==> config.mk <==
export PLATFORM = sky130hd
export DESIGN_NAME = insn_decoder
export DESIGN_NICKNAME = d
export VERILOG_FILES = /design/src/rtl/insn_decode_pkg.sv /design/src/rtl/insn_decoder.sv /design/src/rtl/phase_divider.sv
export SDC_FILE = /design/constraint.sdc
export NUM_CORES = 1
export LEC_CHECK = 0
export ABC_AREA = 1
export BUFFER_PORTS_ARGS = -buffer_cell sky130_fd_sc_hd__buf_2
export CAP_MARGIN = 20
export CORE_MARGIN = 1.5
export CORE_UTILIZATION = 30
export CTS_CLUSTER_DIAMETER = 30
export DETAILED_ROUTE_END_ITERATION = 8
export RECOVER_POWER = 100
export SETUP_SLACK_MARGIN = 0.3
export SLEW_MARGIN = 20
export SYNTH_ARGS = -nofsm -noshare
export SYNTH_HDL_FRONTEND = slang
export SYNTH_SLANG_ARGS = --single-unit
==> constraint.sdc <==
create_clock -name clk -period 4.7 [get_ports clk]
set_input_delay 0.47 -clock clk [delete_from_list [all_inputs] [get_ports clk]]
set_output_delay 0.47 -clock clk [all_outputs]
set_load 0.02 [all_outputs]
==> src/rtl/insn_decode_pkg.sv <==
/*
 * constants for the 12-bit instruction decoder and execution sequencer:
 * field positions, opcode patterns, phase codes and reset values.
 * assumes nothing beyond a SystemVerilog compiler.
 */
package insn_decode_pkg;

	localparam int INSN_W      = 12;
	localparam int DATA_W      = 8;
	localparam int PC_W        = 10;
	localparam int FSEL_W      = 7;
	localparam int PHASES      = 4;

	// field positions inside the instruction word
	localparam int FSEL_LSB    = 0;
	localparam int FLD5_W      = 5;
	localparam int DEST_BIT    = 5;
	localparam int BITNUM_LSB  = 5;
	localparam int BITNUM_W    = 3;
	localparam int K8_LSB      = 0;
	localparam int K9_W        = 9;
	localparam int PC_HI_BIT   = 9;

	// opcode groups on the top bits
	localparam logic [1:0] GRP_BYTE   = 2'h0;
	localparam logic [1:0] GRP_BIT    = 2'h1;
	localparam logic [3:0] OP_RETLW   = 4'h8;
	localparam logic [3:0] OP_CALL    = 4'h9;
	localparam logic [2:0] OP_JUMP    = 3'h5;
	localparam logic [5:0] OP_DECFSZ  = 6'h0B;
	localparam logic [5:0] OP_INCFSZ  = 6'h0F;
	localparam logic [5:0] OP_MOVWF   = 6'h00;
	localparam logic [5:0] OP_CLRF    = 6'h01;
	localparam logic [5:0] OP_MISC    = 6'h00;
	localparam logic [1:0] OP_BTFSC   = 2'h2;
	localparam logic [1:0] OP_BTFSS   = 2'h3;
	localparam logic [11:0] INSN_RETFIE = 12'h01F;
	localparam logic [11:0] INSN_RETURN = 12'h01E;
	localparam logic [11:0] INSN_NOP    = 12'h000;

	// special register addresses (low five bits)
	localparam logic [4:0] ADDR_PCL   = 5'h02;
	localparam logic [4:0] ADDR_TIMER_ZERO_COUNT  = 5'h01;

	localparam logic [PC_W-1:0]  PC_RESET  = 10'h3FF;
	localparam logic [1:0]       PHASE_RST = 2'h0;

	typedef enum logic [1:0] {
		CLS_BYTE = 2'b00,
		CLS_BIT  = 2'b01,
		CLS_LIT  = 2'b10
	} insn_class_type;

endpackage

==> src/rtl/insn_decoder.sv <==
/*
 * 12-bit instruction decoder and execution sequencer for a small 8-bit
 * core: splits fetched words into fields, picks the result destination,
 * runs one- or two-cycle execution over four-clock instruction cycles.
 * assumes program memory returns the fetched word by the end of a cycle,
 * and the data register file answers the selected address combinationally.
 */
// Function
// - fetch and split 12-bit words into fields
// - classify byte, bit, or literal/control
// - byte class: register selector and destination
// - destination 0 to accumulator, 1 register
// - bit class: bit number and register
// - literal class: 8 or 9 bit constant
// - register addresses span 0x00 to 0x7F
// - one cycle, two for taken skips/branches
// - instruction cycle spans four clock periods
// - PC writes clear bit nine except jump
// - port self-modify reads pin levels
// - timer count modify clears prescaler
`timescale 1ns/10ps
`default_nettype none
module insn_decoder #(
	parameter int FSEL_W = insn_decode_pkg::FSEL_W
) (
	input  wire logic                               clk,
	input  wire logic                               rstn,
	input  wire logic [insn_decode_pkg::INSN_W-1:0] fetch_word,
	input  wire logic [6:0]                         bank_base,
	input  wire logic [insn_decode_pkg::DATA_W-1:0] reg_rdata,
	input  wire logic [insn_decode_pkg::DATA_W-1:0] pin_rdata,
	input  wire logic                               reg_is_port,
	input  wire logic                               skip_true,
	input  wire logic [insn_decode_pkg::PC_W-1:0]   stack_top,
	input  wire logic                               prescaler_on_timer,
	output logic [insn_decode_pkg::PC_W-1:0]        pc,
	output logic [insn_decode_pkg::INSN_W-1:0]      exec_word,
	output logic [1:0]                              insn_class,
	output logic [FSEL_W-1:0]                       reg_addr,
	output logic                                    dest_reg,
	output logic                                    wr_accum,
	output logic                                    wr_reg,
	output logic [2:0]                              bit_num,
	output logic [8:0]                              literal,
	output logic [insn_decode_pkg::DATA_W-1:0]      src_operand,
	output logic                                    prescaler_clr,
	output logic                                    idle_cycle,
	output logic [1:0]                              phase
);
	// refuse a selector width the bank merge cannot serve
	if (FSEL_W != 7) begin : g_bad_fsel
		$error("insn_decoder: selector must be 7 bits");
	end

	localparam int PW = insn_decode_pkg::PC_W;

	// class of a word from its top bits
	function automatic logic [1:0] classify(input logic [11:0] w);
		logic [1:0] c;
		c = insn_decode_pkg::CLS_LIT;
		if (w[11:10] == insn_decode_pkg::GRP_BYTE)
			c = insn_decode_pkg::CLS_BYTE;
		else if (w[11:10] == insn_decode_pkg::GRP_BIT)
			c = insn_decode_pkg::CLS_BIT;
		return c;
	endfunction

	logic [1:0]  ph;
	logic        cyc_start;
	logic        cyc_end;

	// four clocks make one instruction cycle
	phase_divider #(
		.PHASES      (insn_decode_pkg::PHASES)
	) u_phase (
		.clk         (clk),
		.rstn        (rstn),
		.phase       (ph),
		.cycle_start (cyc_start),
		.cycle_end   (cyc_end)
	);

	logic [PW-1:0] pc_ff;
	logic [11:0]   exec_ff;
	logic          idle_ff;
	logic [1:0]    class_ff;
	logic [6:0]    addr_ff;
	logic          dest_ff;
	logic          wr_acc_ff;
	logic          wr_reg_ff;
	logic [2:0]    bit_ff;
	logic [8:0]    lit_ff;
	logic [7:0]    src_ff;
	logic          pclr_ff;
	logic [1:0]    phase_ff;

	// decode of the word now executing
	logic [1:0]  cls;
	logic [5:0]  op6;
	logic [4:0]  f5;
	logic        is_jump;
	logic        is_call;
	logic        is_retlw;
	logic        is_ret;
	logic        is_skip;
	logic        pcl_write;
	logic        redirect;
	logic        writes;
	logic [PW-1:0] nxt_pc;

	always_comb begin
		cls      = classify(exec_ff);
		op6      = exec_ff[11:6];
		f5       = exec_ff[4:0];
		is_jump  = exec_ff[11:9] == insn_decode_pkg::OP_JUMP;
		is_call  = exec_ff[11:8] == insn_decode_pkg::OP_CALL;
		is_retlw = exec_ff[11:8] == insn_decode_pkg::OP_RETLW;
		is_ret   = exec_ff == insn_decode_pkg::INSN_RETURN
			|| exec_ff == insn_decode_pkg::INSN_RETFIE;
		is_skip  = op6 == insn_decode_pkg::OP_DECFSZ
			|| op6 == insn_decode_pkg::OP_INCFSZ
			|| (cls == insn_decode_pkg::CLS_BIT
			&& exec_ff[9] == 1'b1);
		writes   = (cls == insn_decode_pkg::CLS_BYTE && exec_ff[5]
			&& op6 != insn_decode_pkg::OP_MISC)
			|| (cls == insn_decode_pkg::CLS_BYTE
			&& op6 == insn_decode_pkg::OP_MOVWF && exec_ff[5])
			|| (cls == insn_decode_pkg::CLS_BIT && !exec_ff[9]);
		pcl_write = writes && f5 == insn_decode_pkg::ADDR_PCL;
		redirect = is_jump || is_call || is_retlw || is_ret
			|| pcl_write || (is_skip && skip_true);
	end

	// next program counter; jump keeps the page bit, other writes clear it
	always_comb begin
		nxt_pc = pc_ff + 10'h001;
		if (is_jump)
			nxt_pc = {pc_ff[PW-1], exec_ff[8:0]};
		else if (is_call)
			nxt_pc = {2'b00, exec_ff[7:0]};
		else if (is_retlw || is_ret)
			nxt_pc = {1'b0, stack_top[8:0]};
		else if (pcl_write)
			nxt_pc = {1'b0, pc_ff[8], reg_rdata};
		else if (is_skip && skip_true)
			nxt_pc = pc_ff + 10'h001;
	end

	// program counter steps once per instruction cycle
	always_ff @(posedge clk or negedge rstn) begin
		if (!rstn) begin
			pc_ff <= insn_decode_pkg::PC_RESET;
		end else if (cyc_end && !idle_ff) begin
			pc_ff <= nxt_pc;
		end else if (cyc_end) begin
			pc_ff <= pc_ff + 10'h001;
		end
	end

	// latch prefetched word; a redirect flushes it to an idle cycle
	always_ff @(posedge clk or negedge rstn) begin
		if (!rstn) begin
			exec_ff <= insn_decode_pkg::INSN_NOP;
			idle_ff <= 1'b1;
		end else if (cyc_end) begin
			if (!idle_ff && redirect) begin
				exec_ff <= insn_decode_pkg::INSN_NOP;
				idle_ff <= 1'b1;
			end else begin
				exec_ff <= fetch_word;
				idle_ff <= 1'b0;
			end
		end
	end

	// field extraction, registered at the start of each cycle
	always_ff @(posedge clk or negedge rstn) begin
		if (!rstn) begin
			class_ff  <= insn_decode_pkg::CLS_BYTE;
			addr_ff   <= 7'h00;
			dest_ff   <= 1'b0;
			bit_ff    <= 3'h0;
			lit_ff    <= 9'h000;
		end else if (cyc_start) begin
			class_ff <= cls;
			addr_ff  <= bank_base | {2'b00, f5};
			dest_ff  <= exec_ff[insn_decode_pkg::DEST_BIT];
			bit_ff   <= exec_ff[7:5];
			lit_ff   <= is_jump ? exec_ff[8:0]
				: {1'b0, exec_ff[7:0]};
		end
	end

	// destination strobes in the last phase of a real instruction
	always_ff @(posedge clk or negedge rstn) begin
		if (!rstn) begin
			wr_acc_ff <= 1'b0;
			wr_reg_ff <= 1'b0;
		end else begin
			wr_acc_ff <= ph == 2'h2 && !idle_ff
				&& cls == insn_decode_pkg::CLS_BYTE
				&& !exec_ff[5] && op6 != insn_decode_pkg::OP_MISC;
			wr_reg_ff <= ph == 2'h2 && !idle_ff && writes;
		end
	end

	// source operand: pins for port registers, else file data
	always_ff @(posedge clk or negedge rstn) begin
		if (!rstn) begin
			src_ff <= 8'h00;
		end else if (ph == 2'h1) begin
			src_ff <= reg_is_port ? pin_rdata : reg_rdata;
		end
	end

	// prescaler clear when a modify lands on the timer count
	always_ff @(posedge clk or negedge rstn) begin
		if (!rstn) begin
			pclr_ff <= 1'b0;
		end else begin
			pclr_ff <= ph == 2'h2 && !idle_ff && writes
				&& f5 == insn_decode_pkg::ADDR_TIMER_ZERO_COUNT
				&& prescaler_on_timer;
		end
	end

	// phase mirror for the outside
	always_ff @(posedge clk or negedge rstn) begin
		if (!rstn) begin
			phase_ff <= insn_decode_pkg::PHASE_RST;
		end else begin
			phase_ff <= ph;
		end
	end

	assign pc            = pc_ff;
	assign exec_word     = exec_ff;
	assign insn_class    = class_ff;
	assign reg_addr      = addr_ff;
	assign dest_reg      = dest_ff;
	assign wr_accum      = wr_acc_ff;
	assign wr_reg        = wr_reg_ff;
	assign bit_num       = bit_ff;
	assign literal       = lit_ff;
	assign src_operand   = src_ff;
	assign prescaler_clr = pclr_ff;
	assign idle_cycle    = idle_ff;
	assign phase         = phase_ff;
endmodule // insn_decoder
`default_nettype wire

==> src/rtl/phase_divider.sv <==
/*
 * divides the core clock into four phases and marks the first and last
 * phase of each instruction cycle with one-cycle pulses.
 * assumes one clock and an asynchronous active-low reset.
 */
`timescale 1ns/10ps
`default_nettype none
module phase_divider #(
	parameter int PHASES = insn_decode_pkg::PHASES
) (
	input  wire logic       clk,
	input  wire logic       rstn,
	output logic [1:0]      phase,
	output logic            cycle_start,
	output logic            cycle_end
);
	// refuse a phase count the two-bit counter cannot serve
	if (PHASES != 4) begin : g_bad_phases
		$error("phase_divider: only four phases supported");
	end

	logic [1:0] phase_ff;

	// free-running phase counter, one instruction cycle per wrap
	always_ff @(posedge clk or negedge rstn) begin
		if (!rstn) begin
			phase_ff <= insn_decode_pkg::PHASE_RST;
		end else begin
			phase_ff <= phase_ff + 2'h1;
		end
	end

	assign phase       = phase_ff;
	assign cycle_start = (phase_ff == 2'h0);
	assign cycle_end   = (phase_ff == 2'h3);
endmodule // phase_divider
`default_nettype wire

* Yosys cells after proc, flatten, opt, wreduce, memory -nomap -nowiden *
Cells that the tools add are included.

cells by class
  multiplexer cells = 12
  reductions and logical operators = 39
  bitwise gates (word level) = 1
  add/sub/neg operators = 2
  eq/ne operators = 16

operators by type and width
  kind                     number
  $mux W10                 6
  $eq A12 B5 Y1 const B    2
  $logic_and A1 B1 Y1      17
  $eq A6 B4 Y1 const B     2
  $mux W12                 1
  $logic_or A1 B1 Y1       11
  $add A10 B1 Y10 const B  1
  $mux W9                  1
  $eq A4 B4 Y1 const B     2
  $mux W8                  1
  $or A7 B5 Y7             1
  $eq A2 B1 Y1 const B     3
  $logic_not A2 Y1         3
  $logic_not A6 Y1         1
  $reduce_bool A6 Y1       1
  $eq A5 B1 Y1 const B     1
  $eq A5 B2 Y1 const B     1
  $ne A5 B5 Y1 const B     1
  $eq A2 B2 Y1 const B     2
  $mux W2                  2
  $reduce_and A2 Y1        2
  $eq A3 B3 Y1 const B     1
  $logic_not A1 Y1         3
  $add A2 B1 Y2 const B    1
  other kinds (3)          3

word-level totals
  logic and storage cells = 86
  output and inout port bits = 58
  register bits after elaboration = 60

* Logic depth before layout (Yosys ltp) *
  word-level depth = 14
  depth in mapped cells = 12
  gate-level depth less buffers = 12

* Hierarchy *
A second synthesis with hierarchy kept.

unflattened totals
  cells, all modules = 391
  area total of the unflattened synthesis = 2997.9 sq um

modules (own cells, without submodules)
  module         seq. area each (sq um)  area an instance (sq um)  times used  cells each
  insn_decoder   1365.1                  2915.3                    1           385
  phase_divider  50.0                    82.6                      1           6

* Worst setup path before layout *
OpenSTA, ideal clock, no wires.

  path type = register -> register
  start = register pc_ff[0], in the netlist pc[0]
  end = register pc_ff[8], in the netlist pc[8]
  arrival = 1499 ps
  cell stages (with the launch flop) = 10
  required time = 4627 ps
  slack = 3128 ps
  path through = dfstp_2 > ha_1 > nand3_1 > inv_1 > nand2_1 > nand2_1 > nand2_1 > o21ai_1 > o211ai_1 > a21oi_1

between the ends
  word-level cells in the longest chain between the ends = 6

RTL lines
  element                   RTL line                                                       RTL
  start: declaration        insn_decoder.sv:83                                             logic [PW-1:0] pc_ff;
  start signal: assignment  insn_decoder.sv:152                                            pc_ff <= insn_decode_pkg::PC_RESET;
  start signal: assignment  insn_decoder.sv:154                                            pc_ff <= nxt_pc;
  start signal: assignment  insn_decoder.sv:156                                            pc_ff <= pc_ff + 10'h001;
  $add A10 B1 Y10 (*)       insn_decoder.sv:136, insn_decoder.sv:146, insn_decoder.sv:156
  $mux W10                  insn_decoder.sv:143                                            else if (pcl_write)
  $mux W10                  insn_decoder.sv:141                                            else if (is_retlw || is_ret)
  $mux W10                  insn_decoder.sv:139                                            else if (is_call)
  $mux W10                  insn_decoder.sv:137                                            if (is_jump)
  $mux W10 (*)              insn_decoder.sv:153                                            end else if (cyc_end && !idle_ff) begin

Mark *: on every way between the ends. The rest lies on a longest branch, timed or not. The select of a mux whose other input is x is not followed.
A chain may end at the register's enable or synchronous reset.

* Worst setup path in the final report *
  start = register exec_ff[11], in the netlist exec_word[11]
  end = register exec_ff[4], in the netlist exec_word[4]

between the ends
  word-level cells in the longest chain between the ends = 13

RTL lines
  element                                 RTL line                                  RTL
  start: declaration                      insn_decoder.sv:84                        logic [11:0] exec_ff;
  start signal: assignment                insn_decoder.sv:163                       exec_ff <= insn_decode_pkg::INSN_NOP;
  start signal: assignment                insn_decoder.sv:167                       exec_ff <= insn_decode_pkg::INSN_NOP;
  start signal: assignment                insn_decoder.sv:170                       exec_ff <= fetch_word;
  $eq A2 B1 Y1                            insn_decoder.sv:63                        else if (w[11:10] == insn_decode_pkg::GRP_BIT)
  $mux W2                                 insn_decoder.sv:63
  $mux W2                                 insn_decoder.sv:61                        if (w[11:10] == insn_decode_pkg::GRP_BYTE)
  $logic_not A2 Y1                        insn_decoder.sv:124, insn_decoder.sv:126
  $logic_and A1 B1 Y1 (on tied branches)  insn_decoder.sv:124, insn_decoder.sv:127
  $logic_and A1 B1 Y1 (on tied branches)  insn_decoder.sv:125, insn_decoder.sv:127
  $logic_or A1 B1 Y1                      insn_decoder.sv:126                       || (cls == insn_decode_pkg::CLS_BYTE
  $logic_or A1 B1 Y1                      insn_decoder.sv:128                       || (cls == insn_decode_pkg::CLS_BIT && !exec_ff[9]);
  $logic_and A1 B1 Y1                     insn_decoder.sv:129                       pcl_write = writes && f5 == insn_decode_pkg::ADDR_PCL;
  $logic_or A1 B1 Y1                      insn_decoder.sv:131                       || pcl_write || (is_skip && skip_true);
  $logic_or A1 B1 Y1 (*)                  insn_decoder.sv:131
  $logic_and A1 B1 Y1 (*)                 insn_decoder.sv:166                       if (!idle_ff && redirect) begin
  $mux W12 (*)                            insn_decoder.sv:166

Mark *: on every way between the ends. The rest lies on a longest branch, timed or not.

==> flow_summary_export.csv <==
group,metric,value,unit
sta,worst_pin_slew,2940,ps
route,vias_per_cell,4.62,
worst_hold_path,holdPathStages,3,
setup_path,path_cells,"inv_1 > nand3_1 > nand2_1 > nand2_4 > nand3_1 > o21ai_0 > nand3_2 > o21ai_0",
worst_hold_path,min_from,"bank_base[6]",
final_layout,final_cell_mix,"nand2_1 (122), clkbuf_1 (54), buf_2 (54), dfrtp_1 (45)",
floorplanning,core_area,9860,um2
setup_path,reg2reg_to,"exec_word[4]",
cts,cts_hold_buf,0,
sta,relSlewSlack,-96.1,%
floorplanning,die_w,104,um
yosys,synth_cell_types,33,
setup_path,cp-startpoint,"exec_word[11]",
final_layout,final_nets,535,
cts,post_cts_buffers,0,
sta,max_freq,315,MHz
placement,dpl.hpwl,6380,um
sta,slew_viol_final,71,
yosys,syn_area,3080,um2
setup_path,cp.required,4930,ps
floorplanning,die_h,104,um
floorplanning,start_util,31.3,%
power,max-vdd-ir-drop,0.000146,V
setup_path,rrSetupSlack,1530,ps
cts,insertion_delay,310,ps
route,post-route-drc-count,0,
yosys,yosys_register_bits,56,
sta,setup_viol,0,
power,power_density,436,nW/um2
global_routing,antenna_found_initial,0,
final_layout,drive_gt1_share,18.5,%
setup_path,reg2reg_depth,8,
global_routing,grtUsageTotal,16.0,%
final_layout,layout_commonest_cell,"nand2_1",
yosys,synth_area_per_cell,8.05,um2
route,final_antenna_net_count,0,
final_layout,largest_reg_flops,12,
floorplanning,dieArea,10900,um2
global_routing,grt_max_degree,57,
final_layout,fill_cells,1081,
setup_path,slowest_stage,"o21ai_0",
sta,min_period,3170,ps
yosys,yosysWarningCount,0,
cts,clockRootBuffer,"clkbuf_8",
route,dr_total_vias,2834,
sta,setup-tns-final,0,ps
placement,portBuffers,106,
floorplanning,ios,108,
sta,final.period_utilization,67.5,%
worst_hold_path,hold_class,"primary input to flop",
final_layout,synthToLayoutAreaGrowth,18.8,%
placement,gp_congestion,0.811,
setup_path,crit_fanout,13,
final_layout,n_antenna_cell,0,
yosys,yosysTopAreaCellShare,36.5,%
yosys,synthTopCellsByArea,"dfrtp_1 (37%), nand2_1 (15%), dfstp_2 (9.4%), nand3_1 (4.5%), o21ai_0 (4.1%)",
route,wl_per_cell,13.8,um
yosys,synth_seq_area_share,45.9,%
cts,clock_path_buffers,2,
sta,timing.final.hold_violations,0,
worst_hold_path,hold_end,"reg_addr[6]",
status,outcome,"finished, violations left",
route,drtIter0Drc,142,
cts,path_clk_slew,100,ps
floorplanning,rows,36,
cts,h-tree-depth,2,
setup_path,slowest_delay,1640,ps
sta,fin_skew,5.54,ps
power,p_leak,1.75,nW
status,failed_checks,"max-capacitance violations, max-slew violations",
setup_path,end_kind,"flop",
setup_path,startpoint_type,"flop",
yosys,yosysTopAreaCell,"dfrtp_1",
yosys,syn_nets,438,
setup_path,setup.worst_path.class,"flop to flop",
cts,cts_tree,"built",
placement,place_area,3670,um2
global_routing,grt_pass1_wl,14100,um
yosys,netlist_instances,383,
setup_path,arrival,3400,ps
sta,rsz0062_at_grt,"false",
cts,cts.sinks,56,
global_routing,grt_overflow,0,
route,drt-total-wl,8500,um
cts,cts_made_buffers,5,
final_layout,stdcell_area,3660,um2
global_routing,grt_pass1_vias,2826,
cts,ctsResizeCount,0,
route,dr.pass1.iters,5,
job,max-cap-violations,2,
setup_path,r2r-start,"exec_word[11]",
==> layer usage <==
layer | track usage (%) | wire length (um)
met1 | 21.0 | 4000
met2 | 26.9 | 3940
met3 | 3.13 | 469
met4 | 4.17 | 89
met5 | 0 | 0
==> cells in the mapped netlist (all sizes together) <==
cell    count
buf         9
o21ai      34
ha          5
nand3      39
clkbuf      9
o31ai       1
a21oi      10
dfrtp      45
nand2     124
dfstp      11
o21bai      1
inv        32
o211ai      6
nand3b      1
nor2       38
xor2        5
clkinv      1
nor3        1
a31oi      10
nor4        1
==> stage by stage <==
step	std cells	hold slack [ps]	utilization [%]	worst slack (ps)	power (mW)
4_1_cts	614	312	38.4	2290	1.65
5_1_grt	614	359	37.1	1120	1.72
2_1_floorplan	383	174	-	3130	1.13
3_5_place_dp	606	428	37.2	2330	1.32
6_report	614	359	37.1	1530	1.60
3_3_place_gp	606	416	37.2	2330	1.31
==> worst max-delay path by stage <==
stage                         endpoint  slack, ps  cells past startpoint
after floorplan                  pc[8]       3130                      9
after global placement           pc[8]       2330                      8
after detailed placement         pc[8]       2330                      8
after CTS                        pc[8]       2290                      8
after global routing      exec_word[1]       1120                      8
final                     exec_word[4]       1530                      8
==> layout make-up <==
| type | instances | area, um2 | area share, % |
|---|---|---|---|
| Inverter | 33 | 124 | 3.38 |
| Multi-Input combinational cell | 276 | 1370 | 37.4 |
| Tap cell | 133 | 166 | 4.54 |
| Clock buffer | 6 | 72.6 | 1.98 |
| Clock inverter | 2 | 38.8 | 1.06 |
| Timing Repair Buffer | 108 | 477 | 13.0 |
| Sequential cell | 56 | 1420 | 38.6 |
==> cell families after synthesis <==
kind of cell             share of synthesized area, %
AO/OA/AOI/OAI                                    12.2
buffers and inverters                            7.99
flip-flops                                       45.9
XOR/XNOR                                         1.42
AND/OR/NAND/NOR                                  30.5
adder cells (fa/ha/maj)                          2.03
==> power breakdown <==
part	internal (mW)	switching [mW]	leakage (nW)
Clock	0.161	0.165	0.0558
Combinational	0.190	0.382	1.04
Sequential	0.590	0.108	0.661
==> worst max-delay path, delay by kind of cell, from the launching register on <==
kind,cells,cell delay (ps)
AND/OR/NAND/NOR,5,700
flip-flops,1,430
buffers and inverters,1,130
AO/OA/AOI/OAI,2,1820
No activity file was read; power rests on OpenSTA's default activity.
